File: src/rtl/dde_pkg.sv
// package: descriptor field layouts, register map and shared types
package dde_pkg;
  // receive control word fields
  localparam int RX_RING_WRAP_BIT = 25;
  localparam int RX_CHAINED_BIT = 24;
  localparam int RX_BS2_HI = 21;
  localparam int RX_BS2_LO = 11;
  localparam int RX_BS1_HI = 10;
  localparam int RX_BS1_LO = 0;
  localparam int BS_W = 11;
  // transmit status word fields
  localparam int TX_OWN_BIT = 31;
  localparam int TX_ES_BIT = 15;
  localparam int TX_JABBER_BIT = 14;
  localparam int TX_LOSS_CAR_BIT = 11;
  localparam int TX_NO_CAR_BIT = 10;
  localparam int TX_LATE_COL_BIT = 9;
  localparam int TX_EXC_COL_BIT = 8;
  localparam int TX_UNDERFLOW_BIT = 1;
  // receive status word fields
  localparam int RX_FF_BIT = 30;
  localparam int RX_RF_BIT = 11;
  localparam int RX_CS_BIT = 6;
  localparam int RX_FT_BIT = 5;
  localparam int RX_DB_BIT = 2;
  localparam int RX_CE_BIT = 1;
  // descriptor word byte offsets
  localparam logic [31:0] DESC_W1_OFS = 32'h0000_0004;
  localparam logic [31:0] DESC_W2_OFS = 32'h0000_0008;
  localparam logic [31:0] DESC_W3_OFS = 32'h0000_000C;
  localparam logic [31:0] DESC_STRIDE = 32'h0000_0010;
  // register byte offsets (wishbone)
  localparam logic [7:0] REG_RX_BASE = 8'h00;
  localparam logic [7:0] REG_RX_W1 = 8'h04;
  localparam logic [7:0] REG_RX_W2 = 8'h08;
  localparam logic [7:0] REG_RX_W3 = 8'h0C;
  localparam logic [7:0] REG_CMD = 8'h10;
  localparam logic [7:0] REG_RX_NEXT = 8'h14;
  localparam logic [7:0] REG_RX_BUF = 8'h18;
  localparam logic [7:0] REG_TX_W0 = 8'h1C;
  localparam logic [7:0] REG_TX_ERR = 8'h20;
  localparam logic [7:0] REG_RX_STAT = 8'h24;
  localparam logic [7:0] REG_STATE = 8'h28;
  localparam logic [7:0] REG_RX_COND = 8'h2C;
  localparam logic [31:0] RST_WORD = 32'h0000_0000;
  localparam logic [31:0] BAD_ADDR_DATA = 32'h0000_0000;
  // command bits
  localparam int CMD_RX_STEP = 0;
  localparam int CMD_TX_DONE = 1;
  localparam int CMD_RX_COMPLETE = 2;
  // completion condition bits
  localparam int COND_OVERFLOW = 0;
  localparam int COND_LATE_COL = 1;
  localparam int COND_WATCHDOG = 2;
  localparam int COND_SHORT_RUNT = 3;
  localparam int FIFO_W = 32;
  localparam int FIFO_D = 8;

  typedef struct packed {
    logic [31:0] addr;
    logic [BS_W-1:0] size;
  } dde_buf_t;

  typedef enum logic [1:0] {
    DDE_BUF1,
    DDE_BUF2,
    DDE_NEXT
  } dde_step_t;
endpackage

File: src/rtl/dde_engine.sv
// file: descriptor interpreter for rx ring walk and tx status/ownership
// Function
// - ring wrap flag bit 25 sends next fetch back to list base.
// - chained flag bit 24 makes word three the next descriptor address.
// - ring wrap wins over chained when both are set.
// - second buffer size bits 21:11; zero skips to next descriptor.
// - first buffer size bits 10:0; zero skips to second buffer.
// - in chained mode the second size field is ignored.
// - completion status forces or invalidates flags per reception case.
// - tx bit 31 gives ownership; nobody uses what it does not own.
// - device clears tx ownership when frame or buffers are done.
// - tx error summary bit 15 is OR of six error flags.
//
// Implementation choices: the Wishbone interface to the registers and the address map.
`timescale 1ns/10ps
module dde_engine import dde_pkg::*; (
  input wire logic clk_i,
  input wire logic rst_i,
  input wire logic wb_cyc_i,
  input wire logic wb_stb_i,
  input wire logic wb_we_i,
  input wire logic [7:0] wb_adr_i,
  input wire logic [3:0] wb_sel_i,
  input wire logic [31:0] wb_dat_i,
  output logic [31:0] wb_dat_o,
  output logic wb_ack_o,
  output logic [31:0] buf_addr_o,
  output logic [BS_W-1:0] buf_size_o,
  output logic buf_valid_o,
  input wire logic buf_ready_i,
  output logic tx_own_o
);
  logic [31:0] base_q, next_q, rx_stat_q, tx_w0_q, tx_err_q, cond_q;
  logic [31:0] rdata_d;
  logic ack_q;
  logic pend_q;
  logic [31:0] mem_rdata;
  logic [31:0] rx_ctl_q;
  logic [31:0] mem_rdata_w2_q, mem_rdata_w3_q;
  dde_step_t step_q;
  logic busy_q;
  logic [BS_W-1:0] sz1_q, sz2_q;
  logic [31:0] a1_q, a2_q;
  logic wrap_q, chain_q;
  logic fifo_in_ready;
  logic [FIFO_W-1:0] fifo_out;
  logic fifo_out_valid;
  logic [BS_W-1:0] size_out_q;
  logic out_valid_q;
  logic [31:0] out_addr_q;

  wire acc = wb_cyc_i && wb_stb_i && !ack_q;
  wire wr = acc && wb_we_i;
  wire wr_cmd = wr && wb_adr_i == REG_CMD;
  wire [3:0] wsel = wb_sel_i;
  // words land on the edge that raises ack, like every other register
  wire mem_we = wr && pend_q && (wb_adr_i == REG_RX_W1 ||
                                 wb_adr_i == REG_RX_W2 ||
                                 wb_adr_i == REG_RX_W3);
  wire base_wr = wr && pend_q && wb_adr_i == REG_RX_BASE;
  wire [1:0] mem_waddr = wb_adr_i[3:2];

  // read address straight off the bus: the word is registered by the ack edge
  dde_desc_mem u_mem (
    .clk_i(clk_i),
    .rst_i(rst_i),
    .we_i(mem_we),
    .waddr_i(mem_waddr),
    .wdata_i(wb_dat_i),
    .raddr_i(mem_waddr),
    .rdata_o(mem_rdata)
  );

  // rx control decode from the latched descriptor words
  wire [31:0] ctl = rx_ctl_q;
  wire ctl_wrap = ctl[RX_RING_WRAP_BIT];
  wire ctl_chain = ctl[RX_CHAINED_BIT];
  wire [BS_W-1:0] ctl_bs1 = ctl[RX_BS1_HI:RX_BS1_LO];
  wire [BS_W-1:0] ctl_bs2 = ctl[RX_BS2_HI:RX_BS2_LO];
  // next descriptor: wrap beats chain, chain uses word three
  wire [31:0] nxt_addr = wrap_q ? base_q :
                         chain_q ? a2_q :
                         next_q + DESC_STRIDE;
  // in chained mode buffer two does not exist at all
  wire use_buf2 = !chain_q && (sz2_q != '0);
  wire push_ok = fifo_in_ready;
  wire [FIFO_W-1:0] push_data = (step_q == DDE_BUF1) ? a1_q : a2_q;
  wire push_v = busy_q && ((step_q == DDE_BUF1 && sz1_q != '0) ||
                           (step_q == DDE_BUF2 && use_buf2));

  // rx completion status flag masking by reception case
  wire c_of = cond_q[COND_OVERFLOW];
  wire c_lc = cond_q[COND_LATE_COL];
  wire c_wd = cond_q[COND_WATCHDOG];
  wire c_sr = cond_q[COND_SHORT_RUNT];
  logic [31:0] stat_masked;
  always_comb begin
    stat_masked = rx_stat_q;
    if (c_of || c_lc || c_wd) begin
      stat_masked[RX_RF_BIT] = 1'b0;
    end
    if (c_of) begin
      stat_masked[RX_CS_BIT] = 1'b0;
    end
    if (c_of || c_wd) begin
      stat_masked[RX_DB_BIT] = 1'b0; // invalid: reported as clear
      stat_masked[RX_CE_BIT] = 1'b0;
    end
    if (c_sr) begin
      stat_masked[RX_FT_BIT] = 1'b0; // invalid under 14 bytes
      stat_masked[RX_FF_BIT] = 1'b0;
    end
  end

  // tx error summary
  wire tx_es = tx_err_q[TX_UNDERFLOW_BIT] | tx_err_q[TX_EXC_COL_BIT] |
               tx_err_q[TX_LATE_COL_BIT] | tx_err_q[TX_NO_CAR_BIT] |
               tx_err_q[TX_LOSS_CAR_BIT] | tx_err_q[TX_JABBER_BIT];
  logic [31:0] tx_view;
  always_comb begin
    tx_view = tx_err_q;
    tx_view[TX_ES_BIT] = tx_es;
    tx_view[TX_OWN_BIT] = tx_w0_q[TX_OWN_BIT];
  end

  always_comb begin
    case (wb_adr_i)
      REG_RX_BASE: rdata_d = base_q;
      REG_RX_W1, REG_RX_W2, REG_RX_W3: rdata_d = mem_rdata;
      REG_RX_NEXT: rdata_d = next_q;
      REG_RX_BUF: rdata_d = out_addr_q;
      REG_TX_W0, REG_TX_ERR: rdata_d = tx_view;
      REG_RX_STAT: rdata_d = stat_masked;
      REG_STATE: rdata_d = {29'h0000_0000, busy_q, fifo_out_valid,
                            fifo_in_ready};
      REG_RX_COND: rdata_d = cond_q;
      default: rdata_d = BAD_ADDR_DATA;
    endcase
  end

  // wishbone: two wait cycles before ack so the memory read register can settle
  always_ff @(posedge clk_i) begin
    if (rst_i) begin
      pend_q <= 1'b0;
      ack_q <= 1'b0;
      wb_dat_o <= RST_WORD;
    end else begin
      ack_q <= pend_q;
      pend_q <= acc && !pend_q;
      if (pend_q) begin
        wb_dat_o <= rdata_d;
      end
    end
  end
  assign wb_ack_o = ack_q;

  always_ff @(posedge clk_i) begin
    if (rst_i) begin
      base_q <= RST_WORD;
      rx_ctl_q <= RST_WORD;
      rx_stat_q <= RST_WORD;
      tx_err_q <= RST_WORD;
      cond_q <= RST_WORD;
    end else if (wr && pend_q) begin
      for (int b = 0; b < 4; b++) begin
        if (wsel[b]) begin
          case (wb_adr_i)
            REG_RX_BASE: base_q[8*b +: 8] <= wb_dat_i[8*b +: 8];
            REG_RX_W1: rx_ctl_q[8*b +: 8] <= wb_dat_i[8*b +: 8];
            REG_TX_ERR: tx_err_q[8*b +: 8] <= wb_dat_i[8*b +: 8];
            REG_RX_STAT: rx_stat_q[8*b +: 8] <= wb_dat_i[8*b +: 8];
            REG_RX_COND: cond_q[8*b +: 8] <= wb_dat_i[8*b +: 8];
            default: ;
          endcase
        end
      end
    end
  end

  // tx ownership: software sets it, device clears on completion
  wire tx_done = wr_cmd && pend_q && wb_dat_i[CMD_TX_DONE];
  always_ff @(posedge clk_i) begin
    if (rst_i) begin
      tx_w0_q <= RST_WORD;
    end else if (tx_done && tx_w0_q[TX_OWN_BIT]) begin
      tx_w0_q[TX_OWN_BIT] <= 1'b0;
    end else if (wr && pend_q && wb_adr_i == REG_TX_W0 && wsel[3]) begin
      tx_w0_q <= wb_dat_i;
    end
  end

  // rx step: latch the descriptor, then walk buffer1, buffer2, next
  wire start = wr_cmd && pend_q && wb_dat_i[CMD_RX_STEP] && !busy_q;
  always_ff @(posedge clk_i) begin
    if (rst_i) begin
      busy_q <= 1'b0;
      step_q <= DDE_BUF1;
      next_q <= RST_WORD;
      sz1_q <= '0;
      sz2_q <= '0;
      a1_q <= RST_WORD;
      a2_q <= RST_WORD;
      wrap_q <= 1'b0;
      chain_q <= 1'b0;
    end else if (start) begin
      busy_q <= 1'b1;
      step_q <= DDE_BUF1;
      sz1_q <= ctl_bs1;
      sz2_q <= ctl_bs2;
      wrap_q <= ctl_wrap;
      chain_q <= ctl_chain;
      a1_q <= mem_rdata_w2_q;
      a2_q <= mem_rdata_w3_q;
    end else if (busy_q) begin
      case (step_q)
        DDE_BUF1: begin
          if (!push_v || push_ok) begin
            step_q <= DDE_BUF2; // zero size skips to buffer two
          end
        end
        DDE_BUF2: begin
          if (!push_v || push_ok) begin
            step_q <= DDE_NEXT; // zero size goes to next
          end
        end
        DDE_NEXT: begin
          next_q <= nxt_addr;
          busy_q <= 1'b0;
          step_q <= DDE_BUF1;
        end
        default: step_q <= DDE_BUF1;
      endcase
    end else if (base_wr) begin
      // a new list starts at its base, so the walk begins there
      next_q <= wb_dat_i;
    end
  end

  // shadow copies of words two and three for the latch at start
  always_ff @(posedge clk_i) begin
    if (rst_i) begin
      mem_rdata_w2_q <= RST_WORD;
      mem_rdata_w3_q <= RST_WORD;
    end else if (wr && pend_q && wb_adr_i == REG_RX_W2) begin
      mem_rdata_w2_q <= wb_dat_i;
    end else if (wr && pend_q && wb_adr_i == REG_RX_W3) begin
      mem_rdata_w3_q <= wb_dat_i;
    end
  end

  // size travels beside the fifo word; fifo holds addresses only
  logic [BS_W-1:0] size_fifo_q [FIFO_D];
  logic [2:0] sw_q, sr_q;
  wire fifo_push = push_v && push_ok;
  wire fifo_pop = fifo_out_valid && (!out_valid_q || buf_ready_i);

  dde_fifo #(.W(FIFO_W), .D(FIFO_D)) u_fifo (
    .clk_i(clk_i),
    .rst_i(rst_i),
    .in_data_i(push_data),
    .in_valid_i(push_v),
    .in_ready_o(fifo_in_ready),
    .out_data_o(fifo_out),
    .out_valid_o(fifo_out_valid),
    .out_ready_i(!out_valid_q || buf_ready_i)
  );

  always_ff @(posedge clk_i) begin
    if (fifo_push) begin
      size_fifo_q[sw_q] <= (step_q == DDE_BUF1) ? sz1_q : sz2_q;
    end
  end

  // output register holds the offered entry until the sink takes it
  always_ff @(posedge clk_i) begin
    if (rst_i) begin
      sw_q <= '0;
      sr_q <= '0;
      out_valid_q <= 1'b0;
      out_addr_q <= RST_WORD;
      size_out_q <= '0;
      tx_own_o <= 1'b0;
    end else begin
      tx_own_o <= tx_w0_q[TX_OWN_BIT];
      if (fifo_push) begin
        sw_q <= sw_q + 3'd1;
      end
      if (fifo_pop) begin
        sr_q <= sr_q + 3'd1;
        out_valid_q <= 1'b1;
        out_addr_q <= fifo_out;
        size_out_q <= size_fifo_q[sr_q];
      end else if (buf_ready_i) begin
        out_valid_q <= 1'b0;
      end
    end
  end

  assign buf_addr_o = out_addr_q;
  assign buf_size_o = size_out_q;
  assign buf_valid_o = out_valid_q;
endmodule

File: src/rtl/dde_fifo.sv
// file: small valid/ready fifo for buffer requests
`timescale 1ns/10ps
module dde_fifo #(
  parameter int W = 32,
  parameter int D = 8
) (
  input wire logic clk_i,
  input wire logic rst_i,
  input wire logic [W-1:0] in_data_i,
  input wire logic in_valid_i,
  output logic in_ready_o,
  output logic [W-1:0] out_data_o,
  output logic out_valid_o,
  input wire logic out_ready_i
);
  localparam int AW = $clog2(D);
  logic [W-1:0] mem_q [D];
  logic [AW-1:0] wp_q;
  logic [AW-1:0] rp_q;
  logic [AW:0] cnt_q;
  wire push = in_valid_i && in_ready_o;
  wire pop = out_valid_o && out_ready_i;

  always_ff @(posedge clk_i) begin
    if (push) begin
      mem_q[wp_q] <= in_data_i;
    end
  end

  always_ff @(posedge clk_i) begin
    if (rst_i) begin
      wp_q <= '0;
      rp_q <= '0;
      cnt_q <= '0;
    end else begin
      if (push) begin
        wp_q <= wp_q + 1'b1;
      end
      if (pop) begin
        rp_q <= rp_q + 1'b1;
      end
      cnt_q <= cnt_q + (AW+1)'(push) - (AW+1)'(pop);
    end
  end

  assign in_ready_o = (cnt_q != (AW+1)'(D));
  assign out_valid_o = (cnt_q != '0);
  assign out_data_o = mem_q[rp_q];
endmodule

File: src/rtl/dde_desc_mem.sv
// file: one small register-read memory holding the fetched rx words
`timescale 1ns/10ps
module dde_desc_mem import dde_pkg::*; (
  input wire logic clk_i,
  input wire logic rst_i,
  input wire logic we_i,
  input wire logic [1:0] waddr_i,
  input wire logic [31:0] wdata_i,
  input wire logic [1:0] raddr_i,
  output logic [31:0] rdata_o
);
  logic [31:0] mem_q [4];

  for (genvar i = 0; i < 4; i++) begin : g_word
    always_ff @(posedge clk_i) begin
      if (rst_i) begin
        mem_q[i] <= RST_WORD;
      end else if (we_i && waddr_i == 2'(i)) begin
        mem_q[i] <= wdata_i;
      end
    end
  end

  always_ff @(posedge clk_i) begin
    if (rst_i) begin
      rdata_o <= RST_WORD;
    end else begin
      rdata_o <= mem_q[raddr_i];
    end
  end
endmodule

File: config.mk
export PLATFORM = sky130hd
export DESIGN_NAME = dde_engine
export DESIGN_NICKNAME = d
export VERILOG_FILES = /design/src/rtl/dde_pkg.sv /design/src/rtl/dde_engine.sv /design/src/rtl/dde_fifo.sv /design/src/rtl/dde_desc_mem.sv
export SDC_FILE = /design/constraint.sdc
export NUM_CORES = 1
export LEC_CHECK = 0
export CAP_MARGIN = 20
export CORE_AREA = 10 10 346 348
export DETAILED_ROUTE_END_ITERATION = 10
export DIE_AREA = 0 0 356 358
export DONT_BUFFER_PORTS = 1
export GPL_ROUTABILITY_DRIVEN = 0
export PLACE_DENSITY = 0.46
export SKIP_CTS_REPAIR_TIMING = 1
export SYNTH_ARGS = -nofsm -noshare
export SYNTH_HDL_FRONTEND = slang
export SYNTH_SLANG_ARGS = --single-unit
File: constraint.sdc
create_clock -name clk_i -period 5.19 [get_ports clk_i]
set_input_delay 1.038 -clock clk_i [delete_from_list [all_inputs] [get_ports clk_i]]
set_output_delay 1.038 -clock clk_i [all_outputs]
set_load 0.05 [all_outputs]
==> results of run 1 <==
==> critical path, cell delays in order (launching register included) <==
cell                      delay [ns]
sky130_fd_sc_hd__dfxtp_1        0.48
sky130_fd_sc_hd__and3b_1        0.50
sky130_fd_sc_hd__nand3_1        0.83
sky130_fd_sc_hd__nor2_1         0.95
sky130_fd_sc_hd__mux2i_1        0.28
sky130_fd_sc_hd__nor2_1         0.06
==> layer usage <==
metal / wire, um / share of wire, % / GRT usage, %
met5: 19 / 0.016 / 0
met4: 2240 / 1.8 / 4.46
met3: 9800 / 8.1 / 4.32
met2: 54300 / 45 / 28.7
met1: 54600 / 45 / 26.2
==> logic make-up (layout without fill, tap and decap cells) <==
family	after synthesis	count (layout)	share of synthesized area (%)
mux	254	254	10.7
simple gates	937	937	11.5
compound gates	744	744	12.2
fa+ha+maj	12	12	0.415
other cells	1	32	0.00986
xor+xnor	15	15	0.345
flops	937	937	61.8
buf+inv	294	281	3.03
==> sequential cells by signal, indices dropped and copies added (netlist names), 24 cells and up <==
signal          count
rx_stat_q          32
next_q             32
cond_q             32
u_mem.rdata_o      32
wb_dat_o           32
base_q             32
a2_q               32
tx_err_q           30
mem_rdata_w2_q     32
a1_q               32
ctl                24
u_fifo.mem_q      256
mem_rdata_w3_q     32
size_fifo_q        88
u_mem.mem_q       128
buf_addr_o         32
==> cell usage after synthesis (10+ instances only) <==
cell type,count
sky130_fd_sc_hd__a211oi_1,54
sky130_fd_sc_hd__nand3_1,38
sky130_fd_sc_hd__clkbuf_1,209
sky130_fd_sc_hd__a22oi_1,60
sky130_fd_sc_hd__mux4_2,118
sky130_fd_sc_hd__buf_1,19
sky130_fd_sc_hd__and2_1,120
sky130_fd_sc_hd__a22o_1,11
sky130_fd_sc_hd__and3_1,13
sky130_fd_sc_hd__nand2_1,470
sky130_fd_sc_hd__nor2b_1,11
sky130_fd_sc_hd__o21ai_0,136
sky130_fd_sc_hd__nor2_1,150
sky130_fd_sc_hd__nor4_1,23
sky130_fd_sc_hd__buf_2,36
sky130_fd_sc_hd__mux2_2,43
sky130_fd_sc_hd__nand4_1,10
sky130_fd_sc_hd__a21oi_1,314
sky130_fd_sc_hd__a222oi_1,26
sky130_fd_sc_hd__o221ai_1,12
sky130_fd_sc_hd__mux2i_1,93
sky130_fd_sc_hd__ha_1,11
sky130_fd_sc_hd__dfxtp_1,465
sky130_fd_sc_hd__o22a_1,25
sky130_fd_sc_hd__nor3_1,34
sky130_fd_sc_hd__edfxtp_1,472
sky130_fd_sc_hd__inv_1,26
sky130_fd_sc_hd__a21o_1,28
==> area by class of cell <==
| class | count | share of cell area [%] |
|---|---|---|
| clock inverter | 45 | 1.04 |
| clock buffer | 146 | 6.74 |
| sequential | 937 | 54.5 |
| timing repair buffer | 62 | 1.22 |
| multi-input combinational | 1994 | 31.9 |
| tap | 1500 | 4.36 |
| inverter | 28 | 0.244 |
==> power by group through the flow <==
stage	clock, mW	combinational [mW]	sequential (mW)
5_1_grt	7.70	1.38	8.79
2_1_floorplan	0	1.08	8.58
3_5_place_dp	0	1.15	9.03
3_3_place_gp	0	1.12	9.02
6_report	7.23	1.26	8.75
4_1_cts	7.40	1.15	8.87
==> through the flow <==
stage	cell area [um^2]	utilization, %	setup slack (ns)	cells
finish	43100	38.4	1.89	4712
global route	43100	38.4	1.74	4712
CTS	43000	38.3	1.89	4707
detailed placement	39700	35.3	1.32	4516
global placement	39700	35.3	1.38	4516
floorplan	38200	-	0.375	3225
==> worst max path at each step <==
stage                                from  depth (start not counted)             endpoint
final                            wb_ack_o                          5              ctl[20]
after detailed placement      wb_adr_i[5]                          6         wb_dat_o[30]
after global placement        wb_adr_i[5]                          6         wb_dat_o[30]
after CTS                 u_fifo.cnt_q[2]                          7  u_fifo.mem_q[6][13]
after floorplan           u_fifo.cnt_q[2]                          7   u_fifo.mem_q[1][0]
after global routing             wb_ack_o                          5              ctl[18]
==> metrics.yaml, run 1 <==
layout_commonest_cell: "sky130_fd_sc_hd__edfxtp_1"
place_hpwl_mm: 78.6
power.share.switching_pct: 26.5
remaining_drc_errors: 0
die_area_um2: 127000
coreArea_um2: 112000
synth_seq_area_share_pct: 61.8
pwr_density_cell_nw_per_um2: 400
worst_pin_slew_ns: 2.07
grt.total_usage_pct: 18.6
setup_viol_count_final: 0
power.share.sequential_pct: 50.8
p_clk_share_pct: 42.0
async_flop_share_pct: 0
share_comb_of_total_power_pct: 7.3
p_total_mw: 17.2
fin_worst_skew_ns: 0.0194
synthToLayoutAreaGrowth_pct: 13.3
finalWirelength_mm: 121
synth.top_cell.area_share_pct: 37.3
clock_sink_count: 937
first_iter_violations: 2733
cts-root-buf: "sky130_fd_sc_hd__clkbuf_16"
timing.hold.worst.class: "reg2reg"
dr_vias: 25830
final_antenna_net_count: 0
grt_overflow_total: 0
rows: 123
final_layout_size_suffix_gt1_share_pct: 13.4
detail_route.first_pass.iterations: 8
tritoncts_clock_tree: "yes"
wire_per_inst_um: 25.7
vias_in_the_first_global_route: 25598
grt_setup_unrepaired: "no"
min_period_ns: 3.30
clock_transition_at_path_regs_ns: 0.06
synth.area.top_cells: "sky130_fd_sc_hd__edfxtp_1, sky130_fd_sc_hd__dfxtp_1, sky130_fd_sc_hd__mux4_2"
hold_viol_final: 0
cell_internal_pwr_mw: 12.7
vdd_drop_max_uv: 274
grt_first_pass_wirelength_mm: 178
synth.largest_area_cell: "sky130_fd_sc_hd__edfxtp_1"
clock_tree.buffer_depth: 3
grt_max_degree: 434
max_cap_violations: 0
antenna_cells: 0
netlist_instances: 3194
timing.final.max_slew_violations: 312
drt-vias-per-instance: 5.48
critical_path.reg2reg.startpoint: "wb_ack_o"
cell_area_after_synthesis_um2: 38000
antenna_found_initial: 3
num_cts_buffers: 102
critical_path.max_fanout: 29
initial_core_util_pct: 33.8
run_status: "finished, violations left"
required_ns: 5.70
dieHeight_um: 358
whs_endpoint: "a1_q[15]"
mostFrequentLayoutCells: "sky130_fd_sc_hd__edfxtp_1, sky130_fd_sc_hd__nand2_1, sky130_fd_sc_hd__dfxtp_1"
layout_worst_path_cycle_share_pct: 63.6
nFillCells: 10656
synth-main-ff-cell: "sky130_fd_sc_hd__edfxtp_1"
fin_hold_ws_ns: 0.447
slew_headroom_pct: -38.0
critical_path_class: "reg2reg"
multi_input_comb_area_um2: 13700
synth-edff-count: 472
timing.fmax_mhz: 303
clock_tree.htree_level_count: 3
p_sw_mw: 4.57
fin_nets: 3187
rrSetupSlack_ns: 1.89
die_width_um: 356
numPortBuffers: 0
cp.arrival_ns: 3.81
insertion_delay_ns: 0.69
reg2regPathDepth: 5
hold_start: "a1_q[15]"
setup_tns_ns: 0
register_area_um2: 23500
synth.yosys.warnings: 0
start_kind: "flip-flop"
synth-seq-cells: 937
worst_setup_path_end_kind: "flip-flop"
leakagePower_nw: 12.9
min_path_cells: 2
worst_r2r_endpoint: "ctl[20]"
number_of_placed_i_o_pins: 128
synth_area_per_cell_um2: 11.9
ys_types: 76
failing_checks: "max-slew violations"
Note: power is estimated with default switching activity, not from simulation.
==> inputs of run 2 (changes only) <==
--- a/config.mk
+++ b/config.mk
@@ -5,6 +5,7 @@
 export SDC_FILE = /design/constraint.sdc
 export NUM_CORES = 1
 export LEC_CHECK = 0
+export ABC_AREA = 1
 export CAP_MARGIN = 20
 export CORE_AREA = 10 10 346 348
 export DETAILED_ROUTE_END_ITERATION = 10
==> constraint.sdc (replaced) <==
create_clock -name clk_i -period 3 [get_ports clk_i]
set_input_delay 0.6 -clock clk_i [delete_from_list [all_inputs] [get_ports clk_i]]
set_output_delay 0.6 -clock clk_i [all_outputs]
set_load 0.05 [all_outputs]
==> metrics.yaml, run 2 <==
synthToLayoutAreaGrowth_pct: 15.0
grt_max_degree: 146
critical_path_class: "reg2reg"
whs_endpoint: "u_mem.mem_q[0][1]"
layout_commonest_cell: "sky130_fd_sc_hd__nand2_1"
coreArea_um2: 112000
rrSetupSlack_ns: 0.35
dpl.cell_count: 5333
grt_overflow_total: 0
clock_transition_at_path_regs_ns: 0.06
largest_registers: "u_fifo.mem_q x256, u_mem.mem_q x128, size_fifo_q x88"
final_layout_size_suffix_gt1_share_pct: 9.35
async_flop_share_pct: 0
critical_path.max_stage_delay_ns: 0.42
worst_setup_startpoint: "u_fifo.cnt_q[2]"
register_area_um2: 23500
worst_r2r_endpoint: "u_fifo.cnt_q[2]"
grt_setup_unrepaired: "no"
die_width_um: 356
nFillCells: 11276
first_iter_violations: 2083
synth.area.top_cells: "sky130_fd_sc_hd__edfxtp_1, sky130_fd_sc_hd__dfxtp_1, sky130_fd_sc_hd__o21ai_0"
multi_input_comb_area_um2: 12700
largest_register_ffs: 256
layout_worst_path_cycle_share_pct: 88.2
synth.largest_area_cell: "sky130_fd_sc_hd__edfxtp_1"
max_cap_violations: 0
hold_start: "rst_i"
worst_pin_slew_ns: 1.04
critical_path.reg2reg.startpoint: "u_fifo.cnt_q[2]"
synth.top_cell.area_share_pct: 37.2
netlist_instances: 3935
synth_seq_area_share_pct: 61.7
hold_viol_final: 0
numPortBuffers: 0
p_total_mw: 32.4
vdd_drop_max_uv: 474
cp.arrival_ns: 3.21
min_period_ns: 2.65
grt_first_pass_wirelength_mm: 179
initial_core_util_pct: 33.9
largest-register: "u_fifo.mem_q"
required_ns: 3.56
cp_top_family: "adder cells"
mostFrequentLayoutCells: "sky130_fd_sc_hd__nand2_1, sky130_fd_sc_hd__o21ai_0, sky130_fd_sc_hd__edfxtp_1"
post-synth-top-count-cell: "sky130_fd_sc_hd__nand2_1"
reg2regPathDepth: 11
worst_setup_path_end_kind: "flip-flop"
dieHeight_um: 358
crit_path_frequent_cell: "sky130_fd_sc_hd__ha_1"
synth_area_per_cell_um2: 9.68
crit_path_cell_trace: "inv_1 -> ha_1 -> nand3_1 -> nand2_1 -> clkinv_2 -> ha_1 -> inv_1 -> ha_1 -> fa_1 -> xnor2_1 -> nor2_1"
start_kind: "flip-flop"
critical_path.max_fanout: 7
cell_area_after_synthesis_um2: 38100
pwr_density_cell_nw_per_um2: 740
slew_headroom_pct: 29.9
timing.final.max_slew_violations: 0
synth.yosys.warnings: 0
final_util_pct: 39.0
setup_viol_count_final: 0
fin_worst_skew_ns: 0.0323
critPathSlowestCell: "sky130_fd_sc_hd__nand3_1"
tritoncts_clock_tree: "yes"
die_area_um2: 127000
post_synth_most_frequent_cells: "sky130_fd_sc_hd__nand2_1, sky130_fd_sc_hd__o21ai_0, sky130_fd_sc_hd__edfxtp_1"
number_of_placed_i_o_pins: 128
wire_per_inst_um: 22.0
run_status: "finished clean"
num_cts_buffers: 104
grt.total_usage_pct: 18.6
leakagePower_nw: 16.5
synth-main-ff-cell: "sky130_fd_sc_hd__edfxtp_1"
drt-vias-per-instance: 5.03
finalWirelength_mm: 122
timing.hold.worst.class: "in2reg"
antenna_found_initial: 5
vias_in_the_first_global_route: 26456
insertion_delay_ns: 0.70
synth-edff-count: 472
clock_sink_count: 937
rows: 123
place_hpwl_mm: 78.3
count_of_buffer_and_inverter_cells_on_the_critical_path: 3
fin_hold_ws_ns: 0.0402
synth-seq-cells: 937
timing.fmax_mhz: 378
clock_tree.buffer_depth: 3
ys_types: 50
min_path_cells: 0
clock_tree.htree_level_count: 3
remaining_drc_errors: 0
fin_nets: 4004
cts-root-buf: "sky130_fd_sc_hd__clkbuf_16"
count_of_placed_standard_cells_in_the_final_layout_fillers_left_out: 5537
detail_route.first_pass.iterations: 5
dr_vias: 27862
final_antenna_net_count: 0
## run 2: changes by cell type in the layout (fill, tap and decap cells not counted), sizes merged, moves of 66 or more
| cell | previous run | this run |
|---|---|---|
| a31oi | 9 | 75 |
| and2 | 121 | 3 |
| inv | 25 | 223 |
| mux4 | 118 | 0 |
| nand2 | 470 | 663 |
| nor2 | 156 | 449 |
| o21ai | 136 | 583 |
## run 2: how the worst max path moves through the flow
stage | cells after the start | slack, ns | endpoint
finish | 11 | 0.35 | u_fifo.cnt_q[2]
global route | 12 | 0.16 | u_fifo.cnt_q[3]
CTS | 11 | 0.39 | u_fifo.cnt_q[2]
detailed placement | 11 | 0.41 | u_fifo.cnt_q[2]
global placement | 11 | 0.40 | u_fifo.cnt_q[2]
floorplan | 8 | -0.83 | u_fifo.mem_q[1][0]
## run 2: kinds of logic (layout without fill, tap and decap cells)
| kind of cell | count (synthesis) | after routing | share of synthesized area (%) |
|---|---|---|---|
| buffers and inverters | 495 | 562 | 5.37 |
| other | 1 | 36 | 0.00985 |
| XOR/XNOR | 5 | 5 | 0.115 |
| adder cells (fa/ha/maj) | 12 | 12 | 0.414 |
| flip-flops | 937 | 937 | 61.7 |
| AND/OR/NAND/NOR | 1220 | 1220 | 13.2 |
| AO/OA/AOI/OAI | 1168 | 1168 | 16.6 |
| multiplexers | 97 | 97 | 2.59 |
## run 2: area by class of cell
cell class	instances	area share (%)
Sequential cell	937	53.6
Multi-Input combinational cell	2534	29.1
Clock buffer	147	6.91
Tap cell	1500	4.29
Timing Repair Buffer	121	2.78
Inverter	244	2.12
Clock inverter	50	1.14
Antenna cell	4	0.0229
## run 2: stage by stage
stage	setup WS (ns)	area, um^2	setup TNS (ns)
4_1_cts	0.389	43800	0
2_1_floorplan	-0.825	38200	-105.61
6_report	0.355	43800	0
3_3_place_gp	0.403	40200	0
5_1_grt	0.163	43800	0
3_5_place_dp	0.412	40200	0
## run 2: report_power, final
| part | switching [mW] | internal, mW |
|---|---|---|
| Combinational | 2.29 | 1.26 |
| Sequential | 2.04 | 13.8 |
| Clock | 5.42 | 7.58 |
| Total | 9.75 | 22.7 |
## run 2: per-layer routing
| layer | wire (um) | up-vias | part of all wire [%] | track usage, % |
|---|---|---|---|---|
| li1 | - | 13597 | - | - |
| met1 | 57500 | 13443 | 47 | 26.2 |
| met2 | 53500 | 678 | 44 | 28.9 |
| met3 | 7780 | 140 | 6.4 | 3.70 |
| met4 | 2790 | 4 | 2.3 | 5.11 |
| met5 | 22 | - | 0.018 | 0 |
## run 2: worst reg2reg max path: stages (launching register included)
cell,delay [ns]
sky130_fd_sc_hd__dfxtp_1,0.29
sky130_fd_sc_hd__inv_1,0.09
sky130_fd_sc_hd__ha_1,0.15
sky130_fd_sc_hd__nand3_1,0.42
sky130_fd_sc_hd__nand2_1,0.26
sky130_fd_sc_hd__clkinv_2,0.15
sky130_fd_sc_hd__ha_1,0.30
sky130_fd_sc_hd__inv_1,0.04
sky130_fd_sc_hd__ha_1,0.20
sky130_fd_sc_hd__fa_1,0.41
sky130_fd_sc_hd__xnor2_1,0.16
sky130_fd_sc_hd__nor2_1,0.05
